<file path="src/verilog/umt_pkg.sv">
// Constants and carrier types shared by the UART mode-two block.
// Assumes a 32-bit AHB-Lite register bus and one 50 MHz clock.
package umt_pkg;
  // Register byte offsets.
  localparam logic [4:0] UMT_OFF_MODE = 5'h00;
  localparam logic [4:0] UMT_OFF_CTRL = 5'h04;
  localparam logic [4:0] UMT_OFF_STAT = 5'h08;
  localparam logic [4:0] UMT_OFF_TXD = 5'h0c;
  localparam logic [4:0] UMT_OFF_OPB = 5'h10;
  localparam logic [4:0] UMT_OFF_RXD = 5'h14;
  localparam logic [4:0] UMT_OFF_DIV = 5'h18;
  // Field positions.
  localparam int UMT_M2_LOOP_HI = 7;
  localparam int UMT_M2_LOOP_LO = 6;
  localparam int UMT_M2_AUTO_RTS = 5;
  localparam int UMT_M2_CTS_GATE = 4;
  localparam int UMT_M2_STOP_HI = 3;
  localparam int UMT_M2_STOP_LO = 0;
  localparam int UMT_M1_LEN_HI = 1;
  localparam int UMT_M1_LEN_LO = 0;
  localparam int UMT_CTRL_PTR_RST = 0;
  localparam int UMT_CTRL_TX_EN = 1;
  localparam int UMT_CTRL_RX_RTS = 2;
  localparam int UMT_CTRL_MODEM = 3;
  localparam int UMT_OPB_RTS = 0;
  // Reset values.
  localparam logic [7:0] UMT_MODE_RESET = 8'h00;
  localparam logic [3:0] UMT_CTRL_RESET = 4'h0;
  localparam logic [15:0] UMT_DIV_RESET = 16'h001a;
  // Timing in sixteenths of a bit.
  localparam logic [3:0] UMT_SIXT_LAST = 4'hf;
  localparam logic [3:0] UMT_HALF_LAST = 4'h7;
  localparam logic [4:0] UMT_STOP_BASE_SHORT = 5'h09;
  localparam logic [4:0] UMT_STOP_BASE_LONG = 5'h11;
  localparam logic [1:0] UMT_LEN_FIVE = 2'h0;

  typedef enum logic [1:0] {
    UMT_LOOP_NORMAL = 2'b00,
    UMT_LOOP_ECHO = 2'b01,
    UMT_LOOP_LOCAL = 2'b10,
    UMT_LOOP_REMOTE = 2'b11
  } umt_loop_t;

  typedef enum logic [2:0] {
    UMT_TX_IDLE = 3'b000,
    UMT_TX_START = 3'b001,
    UMT_TX_DATA = 3'b010,
    UMT_TX_STOP = 3'b011,
    UMT_TX_RTSW = 3'b100
  } umt_tx_state_t;

  typedef enum logic [1:0] {
    UMT_RX_IDLE = 2'b00,
    UMT_RX_START = 2'b01,
    UMT_RX_DATA = 2'b10,
    UMT_RX_STOP = 2'b11
  } umt_rx_state_t;

  // One pending AHB data phase.
  typedef struct packed {
    logic valid;
    logic write;
    logic [4:0] addr;
  } umt_dphase_t;

  // One character waiting for the transmitter.
  typedef struct packed {
    logic [7:0] data;
  } umt_txword_t;
endpackage

</file>
<file path="src/verilog/umt_uart.sv">
// UART channel with two mode registers behind a shared address, looping,
// automatic request-to-send negation and clear-to-send gating.
// Assumes one AHB-Lite master, hready fed back from hreadyout, and
// asynchronous rxd and cts_n pins from a remote UART or modem.
//
// The placing of the registers and the AHB-Lite slave port are this design's own decisions.
`timescale 1ns/1ps
`default_nettype none

////////////////////////////////////////////////////////////////////////////////
// Notes on behaviour
// Mode-one access advances pointer to mode two.
// Mode-two access leaves the pointer unchanged.
// Bits 7-6 select normal, echo, local, remote.
// Auto request-to-send off: transmitter leaves it.
// Auto mode clears request-to-send bit after idle.
// Receiver plus transmitter control disables both.
// Clear-to-send gating overrides auto request-to-send.
// Send only while clear-to-send asserted; idle high.
// Started character finishes whatever clear-to-send does.
// Modem operation ignores both transmitter control bits.
// Stop length in sixteenth-bit steps from code.
// Receiver checks only first stop bit centre.
module umt_uart
  import umt_pkg::*;
#(
  parameter int BUF_DEPTH = 2
) (
  input wire logic hclk,
  input wire logic hresetn,
  input wire logic ce,
  input wire logic hsel,
  input wire logic [31:0] haddr,
  input wire logic [1:0] htrans,
  input wire logic hwrite,
  input wire logic [2:0] hsize,
  input wire logic [31:0] hwdata,
  input wire logic hready,
  output logic [31:0] hrdata,
  output logic hreadyout,
  output logic hresp,
  input wire logic rxd,
  input wire logic cts_n,
  output logic txd,
  output logic rts_n
);

  function automatic logic [4:0] stop_sixteenths(input logic [3:0] code, input logic [1:0] len);
    logic [4:0] base;
    base = (code[3] || len == UMT_LEN_FIVE) ? UMT_STOP_BASE_LONG : UMT_STOP_BASE_SHORT;
    return base + {1'b0, code};
  endfunction

  function automatic logic [2:0] last_bit(input logic [1:0] len);
    return 3'h4 + {1'b0, len};
  endfunction

  ////////////////////////////////////////////////////////////////////////////////
  // Declarations.
  umt_dphase_t dp_r;
  logic rd_done_r;
  logic [31:0] hrdata_r;
  logic [31:0] rd_mux;
  logic ptr_r;
  logic [7:0] mode_one_r;
  logic [7:0] mode_two_r;
  logic [3:0] ctrl_r;
  logic rts_bit_r;
  logic [15:0] div_r;
  logic [15:0] div_cnt_r;
  logic tick;
  logic [1:0] rxd_sync_r;
  logic [1:0] cts_sync_r;
  logic rxd_s;
  logic cts_s;
  logic accept;
  logic full;
  logic stall;
  logic rd_cap;
  logic wr_do;
  logic mode_acc;
  umt_txword_t buf_mem_r [BUF_DEPTH];
  logic buf_wp_r;
  logic buf_rp_r;
  logic [1:0] buf_cnt_r;
  logic push_valid;
  logic push_ready;
  logic pop_valid;
  logic pop_ready;
  umt_tx_state_t tx_st_r;
  logic [3:0] tx_cnt_r;
  logic [4:0] tx_stop_cnt_r;
  logic [2:0] tx_idx_r;
  logic [7:0] tx_sh_r;
  logic [1:0] tx_len_r;
  logic tx_line_r;
  logic tx_end;
  logic rts_clr;
  logic auto_rts_en;
  logic cts_en;
  logic cts_block;
  umt_rx_state_t rx_st_r;
  logic [3:0] rx_cnt_r;
  logic [2:0] rx_idx_r;
  logic [7:0] rx_sh_r;
  logic [7:0] rx_data_r;
  logic rx_valid_r;
  logic rx_ferr_r;
  logic rx_done;
  logic line_rx;
  umt_loop_t loop_sel;
  logic txd_r;

  ////////////////////////////////////////////////////////////////////////////////
  // Pin synchronisers; only the second stage is read.
  always_ff @(posedge hclk or negedge hresetn) begin
    if (!hresetn) begin
      rxd_sync_r <= 2'h3;
      cts_sync_r <= 2'h3;
    end else if (ce) begin
      rxd_sync_r <= {rxd_sync_r[0], rxd};
      cts_sync_r <= {cts_sync_r[0], cts_n};
    end
  end
  assign rxd_s = rxd_sync_r[1];
  assign cts_s = !cts_sync_r[1];

  ////////////////////////////////////////////////////////////////////////////////
  // AHB-Lite slave. Reads take one wait state so that read side effects and
  // read data are taken in one cycle, the cycle after any write landing before them.
  assign accept = hsel && hready && htrans[1] && ce;
  assign full = !push_ready;
  assign stall = !ce || (dp_r.valid && !dp_r.write && !rd_done_r) ||
                 (dp_r.valid && dp_r.write && dp_r.addr == UMT_OFF_TXD && full);
  assign hreadyout = !stall;
  assign hresp = 1'b0;
  assign hrdata = hrdata_r;
  assign rd_cap = ce && dp_r.valid && !dp_r.write && !rd_done_r;
  assign wr_do = dp_r.valid && dp_r.write && hreadyout;
  assign mode_acc = (rd_cap || wr_do) && dp_r.addr == UMT_OFF_MODE;
  assign push_valid = wr_do && dp_r.addr == UMT_OFF_TXD;

  always_ff @(posedge hclk or negedge hresetn) begin
    if (!hresetn) begin
      dp_r <= '0;
      rd_done_r <= 1'b0;
    end else if (ce) begin
      rd_done_r <= rd_cap;
      if (accept) begin
        dp_r <= '{valid: 1'b1, write: hwrite, addr: {haddr[4:2], 2'b00}};
      end else if (hreadyout) begin
        dp_r <= '0;
      end
    end
  end

  always_comb begin
    rd_mux = 32'h0000_0000;
    case (dp_r.addr)
      UMT_OFF_MODE: rd_mux[7:0] = ptr_r ? mode_two_r : mode_one_r;
      UMT_OFF_CTRL: rd_mux[3:0] = ctrl_r;
      UMT_OFF_STAT: rd_mux[6:0] = {rx_ferr_r, rx_valid_r, cts_s, rts_bit_r, ptr_r,
                                   tx_st_r == UMT_TX_IDLE, push_ready};
      UMT_OFF_OPB: rd_mux[UMT_OPB_RTS] = rts_bit_r;
      UMT_OFF_RXD: rd_mux[7:0] = rx_data_r;
      UMT_OFF_DIV: rd_mux[15:0] = div_r;
      default: rd_mux = 32'h0000_0000;
    endcase
  end

  always_ff @(posedge hclk or negedge hresetn) begin
    if (!hresetn) begin
      hrdata_r <= 32'h0000_0000;
    end else if (rd_cap) begin
      hrdata_r <= rd_mux;
    end
  end

  ////////////////////////////////////////////////////////////////////////////////
  // Mode pointer and registers.
  always_ff @(posedge hclk or negedge hresetn) begin
    if (!hresetn) begin
      ptr_r <= 1'b0;
    end else if (ce) begin
      if (wr_do && dp_r.addr == UMT_OFF_CTRL && hwdata[UMT_CTRL_PTR_RST]) begin
        ptr_r <= 1'b0;
      end else if (mode_acc && !ptr_r) begin
        ptr_r <= 1'b1;
      end
    end
  end

  always_ff @(posedge hclk or negedge hresetn) begin
    if (!hresetn) begin
      mode_one_r <= UMT_MODE_RESET;
      mode_two_r <= UMT_MODE_RESET;
      ctrl_r <= UMT_CTRL_RESET;
      div_r <= UMT_DIV_RESET;
    end else if (ce && wr_do) begin
      case (dp_r.addr)
        UMT_OFF_MODE: begin
          if (ptr_r) begin
            mode_two_r <= hwdata[7:0];
          end else begin
            mode_one_r <= hwdata[7:0];
          end
        end
        UMT_OFF_CTRL: ctrl_r <= {hwdata[3:1], 1'b0};
        UMT_OFF_DIV: div_r <= hwdata[15:0];
        default: ctrl_r <= ctrl_r;
      endcase
    end
  end

  // Software writing the port bit wins over the automatic clear.
  always_ff @(posedge hclk or negedge hresetn) begin
    if (!hresetn) begin
      rts_bit_r <= 1'b0;
    end else if (ce) begin
      if (wr_do && dp_r.addr == UMT_OFF_OPB) begin
        rts_bit_r <= hwdata[UMT_OPB_RTS];
      end else if (rts_clr) begin
        rts_bit_r <= 1'b0;
      end
    end
  end
  assign rts_n = !rts_bit_r;

  // Receiver request-to-send control with transmitter control is not allowed,
  // and clear-to-send gating takes precedence; modem operation drops both.
  assign auto_rts_en = mode_two_r[UMT_M2_AUTO_RTS] && !ctrl_r[UMT_CTRL_RX_RTS] &&
                       !mode_two_r[UMT_M2_CTS_GATE] && !ctrl_r[UMT_CTRL_MODEM];
  assign cts_en = mode_two_r[UMT_M2_CTS_GATE] && !ctrl_r[UMT_CTRL_MODEM];
  assign cts_block = cts_en && !cts_s;

  ////////////////////////////////////////////////////////////////////////////////
  // Sixteenth-bit tick.
  always_ff @(posedge hclk or negedge hresetn) begin
    if (!hresetn) begin
      div_cnt_r <= 16'h0000;
    end else if (ce) begin
      div_cnt_r <= (div_cnt_r == 16'h0000) ? div_r : div_cnt_r - 16'h0001;
    end
  end
  assign tick = ce && div_cnt_r == 16'h0000;

  ////////////////////////////////////////////////////////////////////////////////
  // Two-entry transmit buffer; a full buffer stalls the bus write.
  assign push_ready = buf_cnt_r != 2'(BUF_DEPTH);
  assign pop_valid = buf_cnt_r != 2'h0;

  always_ff @(posedge hclk or negedge hresetn) begin
    if (!hresetn) begin
      buf_wp_r <= 1'b0;
      buf_rp_r <= 1'b0;
      buf_cnt_r <= 2'h0;
    end else if (ce) begin
      if (push_valid && push_ready) begin
        buf_wp_r <= !buf_wp_r;
      end
      if (pop_valid && pop_ready) begin
        buf_rp_r <= !buf_rp_r;
      end
      buf_cnt_r <= buf_cnt_r + 2'(push_valid && push_ready) - 2'(pop_valid && pop_ready);
    end
  end

  always_ff @(posedge hclk) begin
    if (ce && push_valid && push_ready) begin
      buf_mem_r[buf_wp_r] <= '{data: hwdata[7:0]};
    end
  end

  ////////////////////////////////////////////////////////////////////////////////
  // Transmitter.
  assign pop_ready = ce && ctrl_r[UMT_CTRL_TX_EN] && !cts_block &&
                     (tx_st_r == UMT_TX_IDLE || (tx_st_r == UMT_TX_STOP && tx_end));
  assign tx_end = tick && (tx_st_r == UMT_TX_STOP ? tx_stop_cnt_r == 5'h00 : tx_cnt_r == 4'h0);
  // Control dropped while waiting out the last bit time leaves the port bit alone.
  assign rts_clr = ce && auto_rts_en && tx_st_r == UMT_TX_RTSW && tx_end && !pop_valid;

  always_ff @(posedge hclk or negedge hresetn) begin
    if (!hresetn) begin
      tx_st_r <= UMT_TX_IDLE;
      tx_cnt_r <= 4'h0;
      tx_stop_cnt_r <= 5'h00;
      tx_idx_r <= 3'h0;
      tx_sh_r <= 8'h00;
      tx_len_r <= 2'h0;
      tx_line_r <= 1'b1;
    end else if (ce) begin
      if (pop_valid && pop_ready) begin
        tx_st_r <= UMT_TX_START;
        tx_cnt_r <= UMT_SIXT_LAST;
        tx_sh_r <= buf_mem_r[buf_rp_r].data;
        tx_len_r <= mode_one_r[UMT_M1_LEN_HI:UMT_M1_LEN_LO];
        tx_line_r <= 1'b0;
      end else if (tick) begin
        tx_cnt_r <= tx_cnt_r - 4'h1;
        case (tx_st_r)
          UMT_TX_IDLE: tx_line_r <= 1'b1;
          UMT_TX_START: begin
            if (tx_end) begin
              tx_st_r <= UMT_TX_DATA;
              tx_idx_r <= 3'h0;
              tx_line_r <= tx_sh_r[0];
            end
          end
          UMT_TX_DATA: begin
            if (tx_end && tx_idx_r == last_bit(tx_len_r)) begin
              tx_st_r <= UMT_TX_STOP;
              tx_line_r <= 1'b1;
              tx_stop_cnt_r <= stop_sixteenths(mode_two_r[UMT_M2_STOP_HI:UMT_M2_STOP_LO],
                                               tx_len_r) - 5'h01;
            end else if (tx_end) begin
              tx_idx_r <= tx_idx_r + 3'h1;
              tx_sh_r <= {1'b0, tx_sh_r[7:1]};
              tx_line_r <= tx_sh_r[1];
            end
          end
          UMT_TX_STOP: begin
            tx_stop_cnt_r <= tx_stop_cnt_r - 5'h01;
            if (tx_end) begin
              tx_st_r <= (auto_rts_en && !pop_valid) ? UMT_TX_RTSW : UMT_TX_IDLE;
              tx_cnt_r <= UMT_SIXT_LAST;
            end
          end
          UMT_TX_RTSW: begin
            if (tx_end) begin
              tx_st_r <= UMT_TX_IDLE;
            end
          end
          default: tx_st_r <= UMT_TX_IDLE;
        endcase
      end
    end
  end

  ////////////////////////////////////////////////////////////////////////////////
  // Looping. Echo and remote loop send the received line back out.
  assign loop_sel = umt_loop_t'(mode_two_r[UMT_M2_LOOP_HI:UMT_M2_LOOP_LO]);
  assign line_rx = (loop_sel == UMT_LOOP_LOCAL) ? tx_line_r :
                   (loop_sel == UMT_LOOP_REMOTE) ? 1'b1 : rxd_s;

  always_ff @(posedge hclk or negedge hresetn) begin
    if (!hresetn) begin
      txd_r <= 1'b1;
    end else if (ce) begin
      case (loop_sel)
        UMT_LOOP_NORMAL: txd_r <= tx_line_r;
        UMT_LOOP_LOCAL: txd_r <= 1'b1;
        default: txd_r <= rxd_s;
      endcase
    end
  end
  assign txd = txd_r;

  ////////////////////////////////////////////////////////////////////////////////
  // Receiver. A character ends at the centre of its first stop bit, so a longer
  // programmed stop length never delays the next start search.
  assign rx_done = tick && rx_st_r == UMT_RX_STOP && rx_cnt_r == 4'h0;

  always_ff @(posedge hclk or negedge hresetn) begin
    if (!hresetn) begin
      rx_st_r <= UMT_RX_IDLE;
      rx_cnt_r <= 4'h0;
      rx_idx_r <= 3'h0;
      rx_sh_r <= 8'h00;
      rx_data_r <= 8'h00;
      rx_ferr_r <= 1'b0;
    end else if (ce) begin
      if (rx_st_r == UMT_RX_IDLE) begin
        if (!line_rx) begin
          rx_st_r <= UMT_RX_START;
          rx_cnt_r <= UMT_HALF_LAST;
        end
      end else if (tick && rx_cnt_r != 4'h0) begin
        rx_cnt_r <= rx_cnt_r - 4'h1;
      end else if (tick) begin
        rx_cnt_r <= UMT_SIXT_LAST;
        case (rx_st_r)
          UMT_RX_START: begin
            rx_st_r <= line_rx ? UMT_RX_IDLE : UMT_RX_DATA;
            rx_idx_r <= 3'h0;
          end
          UMT_RX_DATA: begin
            rx_sh_r <= {line_rx, rx_sh_r[7:1]};
            rx_idx_r <= rx_idx_r + 3'h1;
            if (rx_idx_r == last_bit(mode_one_r[UMT_M1_LEN_HI:UMT_M1_LEN_LO])) begin
              rx_st_r <= UMT_RX_STOP;
            end
          end
          UMT_RX_STOP: begin
            rx_st_r <= UMT_RX_IDLE;
            rx_ferr_r <= !line_rx;
            rx_data_r <= rx_sh_r >> (2'h3 - mode_one_r[UMT_M1_LEN_HI:UMT_M1_LEN_LO]);
          end
          default: rx_st_r <= UMT_RX_IDLE;
        endcase
      end
    end
  end

  // A character landing in the cycle the data register is read keeps the flag set.
  always_ff @(posedge hclk or negedge hresetn) begin
    if (!hresetn) begin
      rx_valid_r <= 1'b0;
    end else if (ce) begin
      if (rx_done) begin
        rx_valid_r <= 1'b1;
      end else if (rd_cap && dp_r.addr == UMT_OFF_RXD) begin
        rx_valid_r <= 1'b0;
      end
    end
  end

  ////////////////////////////////////////////////////////////////////////////////
  // Checks.
  AST_PTR_ADV: assert property (@(posedge hclk) disable iff (!hresetn)
    (mode_acc && !ptr_r && !(wr_do && dp_r.addr == UMT_OFF_CTRL)) |=> ptr_r)
    else $error("mode pointer did not advance");
  AST_PTR_HOLD: assert property (@(posedge hclk) disable iff (!hresetn)
    (mode_acc && ptr_r) |=> ptr_r)
    else $error("mode-two access moved the pointer");
  AST_LOOP_LOCAL: assert property (@(posedge hclk) disable iff (!hresetn)
    (ce && loop_sel == UMT_LOOP_LOCAL) |=> txd)
    else $error("local loop drove the line");
  AST_LOOP_ECHO: assert property (@(posedge hclk) disable iff (!hresetn)
    (ce && loop_sel == UMT_LOOP_ECHO) |=> txd == $past(rxd_s))
    else $error("echo did not follow the receive line");
  AST_RTS_OFF: assert property (@(posedge hclk) disable iff (!hresetn)
    ($fell(rts_bit_r) && !$past(wr_do && dp_r.addr == UMT_OFF_OPB)) |-> $past(auto_rts_en))
    else $error("request-to-send cleared without automatic control");
  AST_RTS_ONE_BIT: assert property (@(posedge hclk) disable iff (!hresetn)
    rts_clr |-> (tx_st_r == UMT_TX_RTSW && tx_cnt_r == 4'h0 && !pop_valid))
    else $error("request-to-send cleared at the wrong time");
  AST_RTS_BOTH: assert property (@(posedge hclk) disable iff (!hresetn)
    ctrl_r[UMT_CTRL_RX_RTS] |-> !auto_rts_en)
    else $error("both sides hold request-to-send control");
  AST_CTS_WINS: assert property (@(posedge hclk) disable iff (!hresetn)
    mode_two_r[UMT_M2_CTS_GATE] |-> !auto_rts_en)
    else $error("clear-to-send did not govern the transmitter");
  AST_CTS_GATE: assert property (@(posedge hclk) disable iff (!hresetn)
    (tx_st_r == UMT_TX_IDLE && cts_block) |=> tx_st_r == UMT_TX_IDLE && tx_line_r)
    else $error("character started while clear-to-send negated");
  AST_CTS_NO_ABORT: assert property (@(posedge hclk) disable iff (!hresetn)
    (ce && tx_st_r == UMT_TX_DATA && !tx_end) |=> tx_st_r == UMT_TX_DATA)
    else $error("character broken off mid-frame");
  AST_MODEM: assert property (@(posedge hclk) disable iff (!hresetn)
    ctrl_r[UMT_CTRL_MODEM] |-> !auto_rts_en && !cts_en)
    else $error("transmitter control bits acted in modem operation");
  AST_STOP_LEN: assert property (@(posedge hclk) disable iff (!hresetn)
    $rose(tx_st_r == UMT_TX_STOP) |->
      tx_stop_cnt_r == stop_sixteenths(mode_two_r[3:0], tx_len_r) - 5'h01)
    else $error("stop length differs from the code");
  AST_RX_FIRST_STOP: assert property (@(posedge hclk) disable iff (!hresetn)
    rx_done |=> rx_st_r == UMT_RX_IDLE && rx_valid_r)
    else $error("receiver waited past the first stop bit");

endmodule // umt_uart

`default_nettype wire

</file>
<file path="config.mk">
export PLATFORM = sky130hd
export DESIGN_NAME = umt_uart
export DESIGN_NICKNAME = d
export VERILOG_FILES = /design/src/verilog/umt_pkg.sv /design/src/verilog/umt_uart.sv
export SDC_FILE = /design/constraint.sdc
export NUM_CORES = 1
export LEC_CHECK = 0
export ABC_AREA = 0
export ABC_CLOCK_PERIOD_IN_PS = 2600
export BUFFER_PORTS_ARGS = -buffer_cell sky130_fd_sc_hd__buf_4
export CORE_ASPECT_RATIO = 0.9
export CORE_MARGIN = 2
export CORE_UTILIZATION = 40
export DETAILED_ROUTE_END_ITERATION = 7
export SLEW_MARGIN = 20
export SYNTH_ARGS = -nofsm -noshare
export SYNTH_HDL_FRONTEND = slang
export SYNTH_SLANG_ARGS = --single-unit
export TNS_END_PERCENT = 20
</file>
<file path="constraint.sdc">
create_clock -name hclk -period 2.6 [get_ports hclk]
set_input_delay 0.52 -clock hclk [delete_from_list [all_inputs] [get_ports hclk]]
set_output_delay 0.52 -clock hclk [all_outputs]
set_load 0.02 [all_outputs]
</file>
Word-level counts from Yosys, hierarchy flattened
Memory sizes are Yosys's and may differ from the RTL's.
Cells that the tools add are included.
Storage, ports and cells
  register bits after elaboration: 139
  memory bits (writable): 16
  input bits: 77
  output and inout port bits: 36
  word-level logic and storage cells: 255
  memories kept: 1
Memories
  buf_mem_r: depth 2, bits a word 8, rd ports 1, clocked after Yosys merged registers in 0, write ports 1, line umt_uart.sv:82  | umt_txword_t buf_mem_r [BUF_DEPTH];
Cells by class
  add/sub/neg operators: 13
  equal/unequal tests: 33
  shifts and indexed selects: 1
  multiplexer cells: 62
  bitwise gates (word level): 4
  reductions and logical operators: 109
Operators with widths (count)
  2-to-1 mux 8 bit: 7
  logical AND 1 bit: 44
  AND reduction 5 bit: 7
  2-to-1 mux 4 bit: 8
  case mux 3 bit (5 select lines): 2
  2-to-1 mux 3 bit: 9
  nonzero test 2 bit: 11
  inequality test 2 bit, second input constant: 10
  AND reduction 2 bit: 9
  zero test 1 bit: 16
  zero test 16 bit: 1
  2-to-1 mux 1 bit: 16
  2-to-1 mux 16 bit: 1
  subtractor 16 x 1 -> 16 bit, second input constant: 1
  equality test 5 bit, second input constant: 3
  inequality test 3 bit, second input constant: 5
  2-to-1 mux 7 bit: 2
  AND reduction 7 bit: 2
  2-to-1 mux 2 bit: 6
  case mux 3 bit (2 select lines): 2
  case mux 3 bit (4 select lines): 1
  equality test 5 x 4 -> 1 bit, second input constant: 2
  zero test 5 bit: 2
  2-to-1 mux 5 bit: 2
  30 further kinds: 53

Longest topological paths before layout
  depth in word-level cells: 12
  mapped depth: 13
  gate-level depth less buffers: 12

Worst setup path after synthesis
No wires, ideal clock.
  path kind: flip-flop to flip-flop
  start point: reg div_cnt_r[0]
  end point: reg buf_cnt_r[1]
  setup time: 0.123 ns
  arrival: 2.507 ns
  required time: 2.477 ns
  path slack: -0.030 ns
  cell stages (with the launch flop): 14
  path buffers: 1
  clock period less this slack: 2.630 ns
  path through: dfrtp_1 > inv_1 > ha_1 > nor4bb_1 > nand4_1 > o31a_1 > buf_1 > inv_1 > ha_1 > inv_1 > ha_1 > xor2_1 > nand2_1 > xnor2_1
Between the ends
  longest elaborated chain between the ends: 8
Ends and longest elaborated chain
  start: declaration: line umt_uart.sv:70  | logic [15:0] div_cnt_r;
  start signal: assignment: line umt_uart.sv:242  | div_cnt_r <= (div_cnt_r == 16'h0000) ? div_r : div_cnt_r - 16'h0001;
  zero test 16 bit: line umt_uart.sv:245  | assign tick = ce && div_cnt_r == 16'h0000;
  logical AND 1 bit: line umt_uart.sv:245
  logical AND 1 bit: line umt_uart.sv:278  | assign tx_end = tick && (tx_st_r == UMT_TX_STOP ? tx_stop_cnt_r == 5'h00 : tx_cnt_r == 4'h0);
  logical AND 1 bit: line umt_uart.sv:277  | (tx_st_r == UMT_TX_IDLE || (tx_st_r == UMT_TX_STOP && tx_end));
  logical OR 1 bit: line umt_uart.sv:277
  logical AND 1 bit: line umt_uart.sv:276  | assign pop_ready = ce && ctrl_r[UMT_CTRL_TX_EN] && !cts_block &&
  logical AND 1 bit: line umt_uart.sv:264  | buf_cnt_r <= buf_cnt_r + 2'(push_valid && push_ready) - 2'(pop_valid && pop_ready);
  subtractor 2 x 1 -> 2 bit: line umt_uart.sv:264
  end signal: assignment: line umt_uart.sv:264
  end: declaration: line umt_uart.sv:85  | logic [1:0] buf_cnt_r;
Every way passes these cells.
A chain may end at the register's enable or synchronous reset.

Worst setup path after layout
  start point: reg rx_cnt_r[0]
  end point: reg rx_sh_r[7]
Between the ends
  longest elaborated chain between the ends: 4
Ends and longest elaborated chain
  start: declaration: line umt_uart.sv:103  | logic [3:0] rx_cnt_r;
  start signal: assignment: line umt_uart.sv:378  | rx_cnt_r <= rx_cnt_r - 4'h1;
  nonzero test 4 bit: line umt_uart.sv:377  | end else if (tick && rx_cnt_r != 4'h0) begin
  logical AND 1 bit: line umt_uart.sv:377
  inverter 1 bit (no source line)
  AND reduction 5 bit (no source line)
  end signal: assignment: line umt_uart.sv:387  | rx_sh_r <= {line_rx, rx_sh_r[7:1]};
  end: declaration: line umt_uart.sv:105  | logic [7:0] rx_sh_r;
Every way passes these cells.

==> results summary <==
The cell row count is 48. The wire-length estimate of the detail-placed layout is 13.7 mm. The worst-margin pin slew came out at between 0.5 and 0.6 ns. The leakage power summed over all cells is 0.00420 uW. The final hold violation count is 0. The count of port buffers added during placement is 46.

The initial antenna violation count is 0. The total clock buffers created by CTS is 17. The placed instance area is 8610 um2.

The via total after detailed routing is about 5,900. The global placement routability congestion came out at 0.868. The count of inserted antenna diode cells came out at 0. The iteration count of the initial detailed-routing pass is 5.

Sequential cells were found to cover 50.1% of the synthesized design area. The path class of the tightest hold or removal check is input pin to async pin. The critical path's most frequent cell is sky130_fd_sc_hd__buf_4. The net total in the final layout came out at slightly above 900. The critical path data required time is 2.91 ns. The total die area came out at approximately 21,000 um2. The final setup violation count came out at 0.

The maximum number of pins on one net before global-route repair is 62. Yosys attributes the largest share of cell area to sky130_fd_sc_hd__dfrtp_1 41%, sky130_fd_sc_hd__mux2_2 9.2%, sky130_fd_sc_hd__edfxtp_1 6.1%. The final sum of negative setup slack came out at 0 ns. The max-slew headroom at the worst pin is 60.1%. The critical path start-end classification is flop to flop.

The count of nets left with antenna violations once routing finished came out at 0. The largest single stage delay on the critical path is 0.47 ns. The floorplan step set the die height to 137 um. Once layout is complete, the utilization of the core stands at 48.0%. With fillers left out, the area of the finished cells amounts to 9210 um2.

The proportion of layout cells with a drive suffix above 1 came out at 24.9%. The maximum clock rate is 403 MHz. The family with the most delay on the worst path is simple AND/OR/NAND/NOR gates. The time the worst path needs with I/O delays and setup came out at around 2.5 ns. Summed over its instances, the top area cell type makes up around 40% of the synthesized netlist area. The leftover overflow at the end of global routing is 0. The total global-route track usage is 19.4%. After layout, the worst path uses 95.4% of the clock period.

The routed wire length came out at approximately 19 mm. The total count of max-transition violations in the final report is 0. The latest clock arrival within the worst-skew pair is 0.43 ns. The CTS tree is yes. The first global-routing pass estimated 30.6 mm of wire. The core outline area came out at 19,200 um2. The number of global-route vias before repair is 5,481. The per-instance average area after synthesis is 10.4 um2.

The synthesis warning total came out at 0. The power density over the cells came out at approximately 690 nW/um2. The count of state elements after synthesis is approximately 150.

The initial core utilization came out at between 40% and 50%. The largest area contributor in the synthesized netlist is sky130_fd_sc_hd__dfrtp_1. After detailed routing, the average wire length per cell comes to 17.4 um.

The maximum fanout along the worst path came out at 8. Clock-pin slew was measured on the worst setup and hold paths at 0.06 ns. The number of violations of the max-capacitance limit came out at 0.

The async set-reset flop share out of synthesis is 89.5%. The post-synthesis instance total came out at 752. The via count normalized by instance count is 5.43. The width of the die is 151 um.

The worst setup path is captured at a flop. The buffering stage count on the worst path with inverters included is 3. In this run the number of H-tree levels came out at 4. The worst path arrival time came out at 2.79 ns. The count of unique library cells instantiated by Yosys came out at between 60 and 70. The netlist area before placement is 7830 um2. The number of enable flip-flop cells after synthesis is 16. The clock passes through at most 2 buffers. The flow ran to the end, and the final reports show no timing, DRC or antenna violations. The CTS sink count came out at 153. The number of hold buffers added after CTS was 0.

The maximum resistive drop on vdd came out at 0.352 mV. In the routed design, unresolved DRC markers number 0. The post-synthesis to final-layout area growth is 17.6%. The first-iteration detailed-routing DRC count is 427. The total power consumption of the routed design is 6350 uW. The worst setup path is launched from a flop. The clock root buffer is sky130_fd_sc_hd__clkbuf_16. The critical path goes through inv_1, ha_1, or3b_2, nor2_1, nor4b_2, buf_4, nand2_1, buf_4, mux2_2. The clock arrives with 0.0106 ns of skew.

The worst hold-check slack is 0.0669 ns. For this run, the leading register cell type out of synthesis is sky130_fd_sc_hd__dfrtp_1. For this design, the slowest cell found on the critical path is sky130_fd_sc_hd__or3b_2. The total I/O pin count is 113.
Yosys cell counts (3+ instances only):
library cell                number
sky130_fd_sc_hd__nor3_1         15
sky130_fd_sc_hd__inv_1          31
sky130_fd_sc_hd__nand2_1        82
sky130_fd_sc_hd__clkbuf_1       26
sky130_fd_sc_hd__a222oi_1        3
sky130_fd_sc_hd__buf_2           4
sky130_fd_sc_hd__ha_1           19
sky130_fd_sc_hd__edfxtp_1       16
sky130_fd_sc_hd__buf_1           5
sky130_fd_sc_hd__a211oi_1       10
sky130_fd_sc_hd__a31oi_1         5
sky130_fd_sc_hd__nand2b_1        7
sky130_fd_sc_hd__o22ai_1         4
sky130_fd_sc_hd__or3_1           3
sky130_fd_sc_hd__o31ai_1        12
sky130_fd_sc_hd__a22oi_1         4
sky130_fd_sc_hd__nand4_1        12
sky130_fd_sc_hd__nor4b_1         4
sky130_fd_sc_hd__xor2_1          3
sky130_fd_sc_hd__and4_1          3
sky130_fd_sc_hd__mux2i_1        26
sky130_fd_sc_hd__nand3_1        15
sky130_fd_sc_hd__buf_4          17
sky130_fd_sc_hd__o32ai_1         3
sky130_fd_sc_hd__mux2_2         64
sky130_fd_sc_hd__nor3b_1         3
sky130_fd_sc_hd__nand3b_1        4
sky130_fd_sc_hd__xnor2_1         5
sky130_fd_sc_hd__and3_1          5
sky130_fd_sc_hd__o211ai_1        7
sky130_fd_sc_hd__nor2b_1        10
sky130_fd_sc_hd__a21oi_1        46
sky130_fd_sc_hd__dfrtp_1       128
sky130_fd_sc_hd__dfstp_2         9
sky130_fd_sc_hd__a2bb2oi_1       5
sky130_fd_sc_hd__nor2_1         36
sky130_fd_sc_hd__o21ai_0        62
sky130_fd_sc_hd__a22o_1          5
timing repair:
item | in CTS | in global routing
gates resized for setup | 0 | 3
endpoints found under the setup margin | 0 | 11
setup buffers | 0 | 1
path summary, 6_finish.rpt:
kind,startpoint,end,slack (ns),depth (start not counted)
max,rx_cnt_r[0],rx_sh_r[7],0.12,9
min,hresetn,tx_sh_r[6],0.07,1
min reg2reg,hrdata[14],hrdata[14],0.49,2
min in group hclk,haddr[2],dp_r[2],0.30,3
max in group asynchronous,hresetn,div_cnt_r[10],1.81,2
max reg2reg,rx_cnt_r[0],rx_sh_r[7],0.12,9
stage by stage:
step,instances,setup WS (ns)
after global routing,1085,-0.00424
after global placement,1053,0.0703
after floorplan,768,0.0442
after detailed placement,1053,0.0604
after CTS,1084,0.0489
final,1085,0.121
cell type report:
type / instances / area, um2
flip-flops and latches: 153 / 3920
multi-input cells: 531 / 3600
well taps: 250 / 313
fillers: 1761 / 9950
clock buffers: 21 / 480
repair buffers: 89 / 684
inverters: 31 / 116
clock inverters: 10 / 92.6
cell usage in the layout, fill, tap and decap left out, drive strengths merged, types with 7 or more instances in the layout:
master	instances
a21oi	46
nor2b	10
inv	32
mux2	65
dfrtp	128
nand2b	7
buf	89
o21ai	62
edfxtp	16
clkbuf	21
nand2	82
conb	17
nor3	16
dfstp	9
nor2	36
o211ai	7
mux2i	26
ha	19
a211oi	10
nand4	12
nand3	15
o31ai	12
power breakdown:
part	leakage, uW	internal [uW]	switching [uW]	total (uW)
Combinational	0.00196	482	626	1110
Clock	0.000273	1410	994	2400
Sequential	0.00196	2610	224	2840
cell families after synthesis:
group	after synthesis	synth area share (%)
AND/OR/NAND/NOR	217	14.1
XOR/XNOR	8	0.895
other	1	0.0479
multiplexers	91	12.7
flip-flops	153	50.1
AO/OA/AOI/OAI	179	14.1
buffers and inverters	84	5.00
adder cells (fa/ha/maj)	19	3.04
registers in the layout (all words and copies together) (netlist names), 4 cells and up:
signal	cells
mode_two_r	8
mode_one_r	8
div_cnt_r	16
tx_cnt_r	4
tx_sh_r	8
div_r	16
dp_r	5
buf_mem_r	16
hrdata	16
rx_sh_r	8
tx_stop_cnt_r	5
rx_cnt_r	4
rx_data_r	8
per-layer routing:
layer	GRT usage [%]	wire length, um	part of all wire [%]	vias to the layer above
met5	0	0	0	-
met3	4.00	971	5.2	14
met2	27.8	8120	43	159
met1	29.8	9570	51	2880
met4	4.67	189	1.0	0
li1	-	-	-	2838
(Power assumes the default switching activity.)
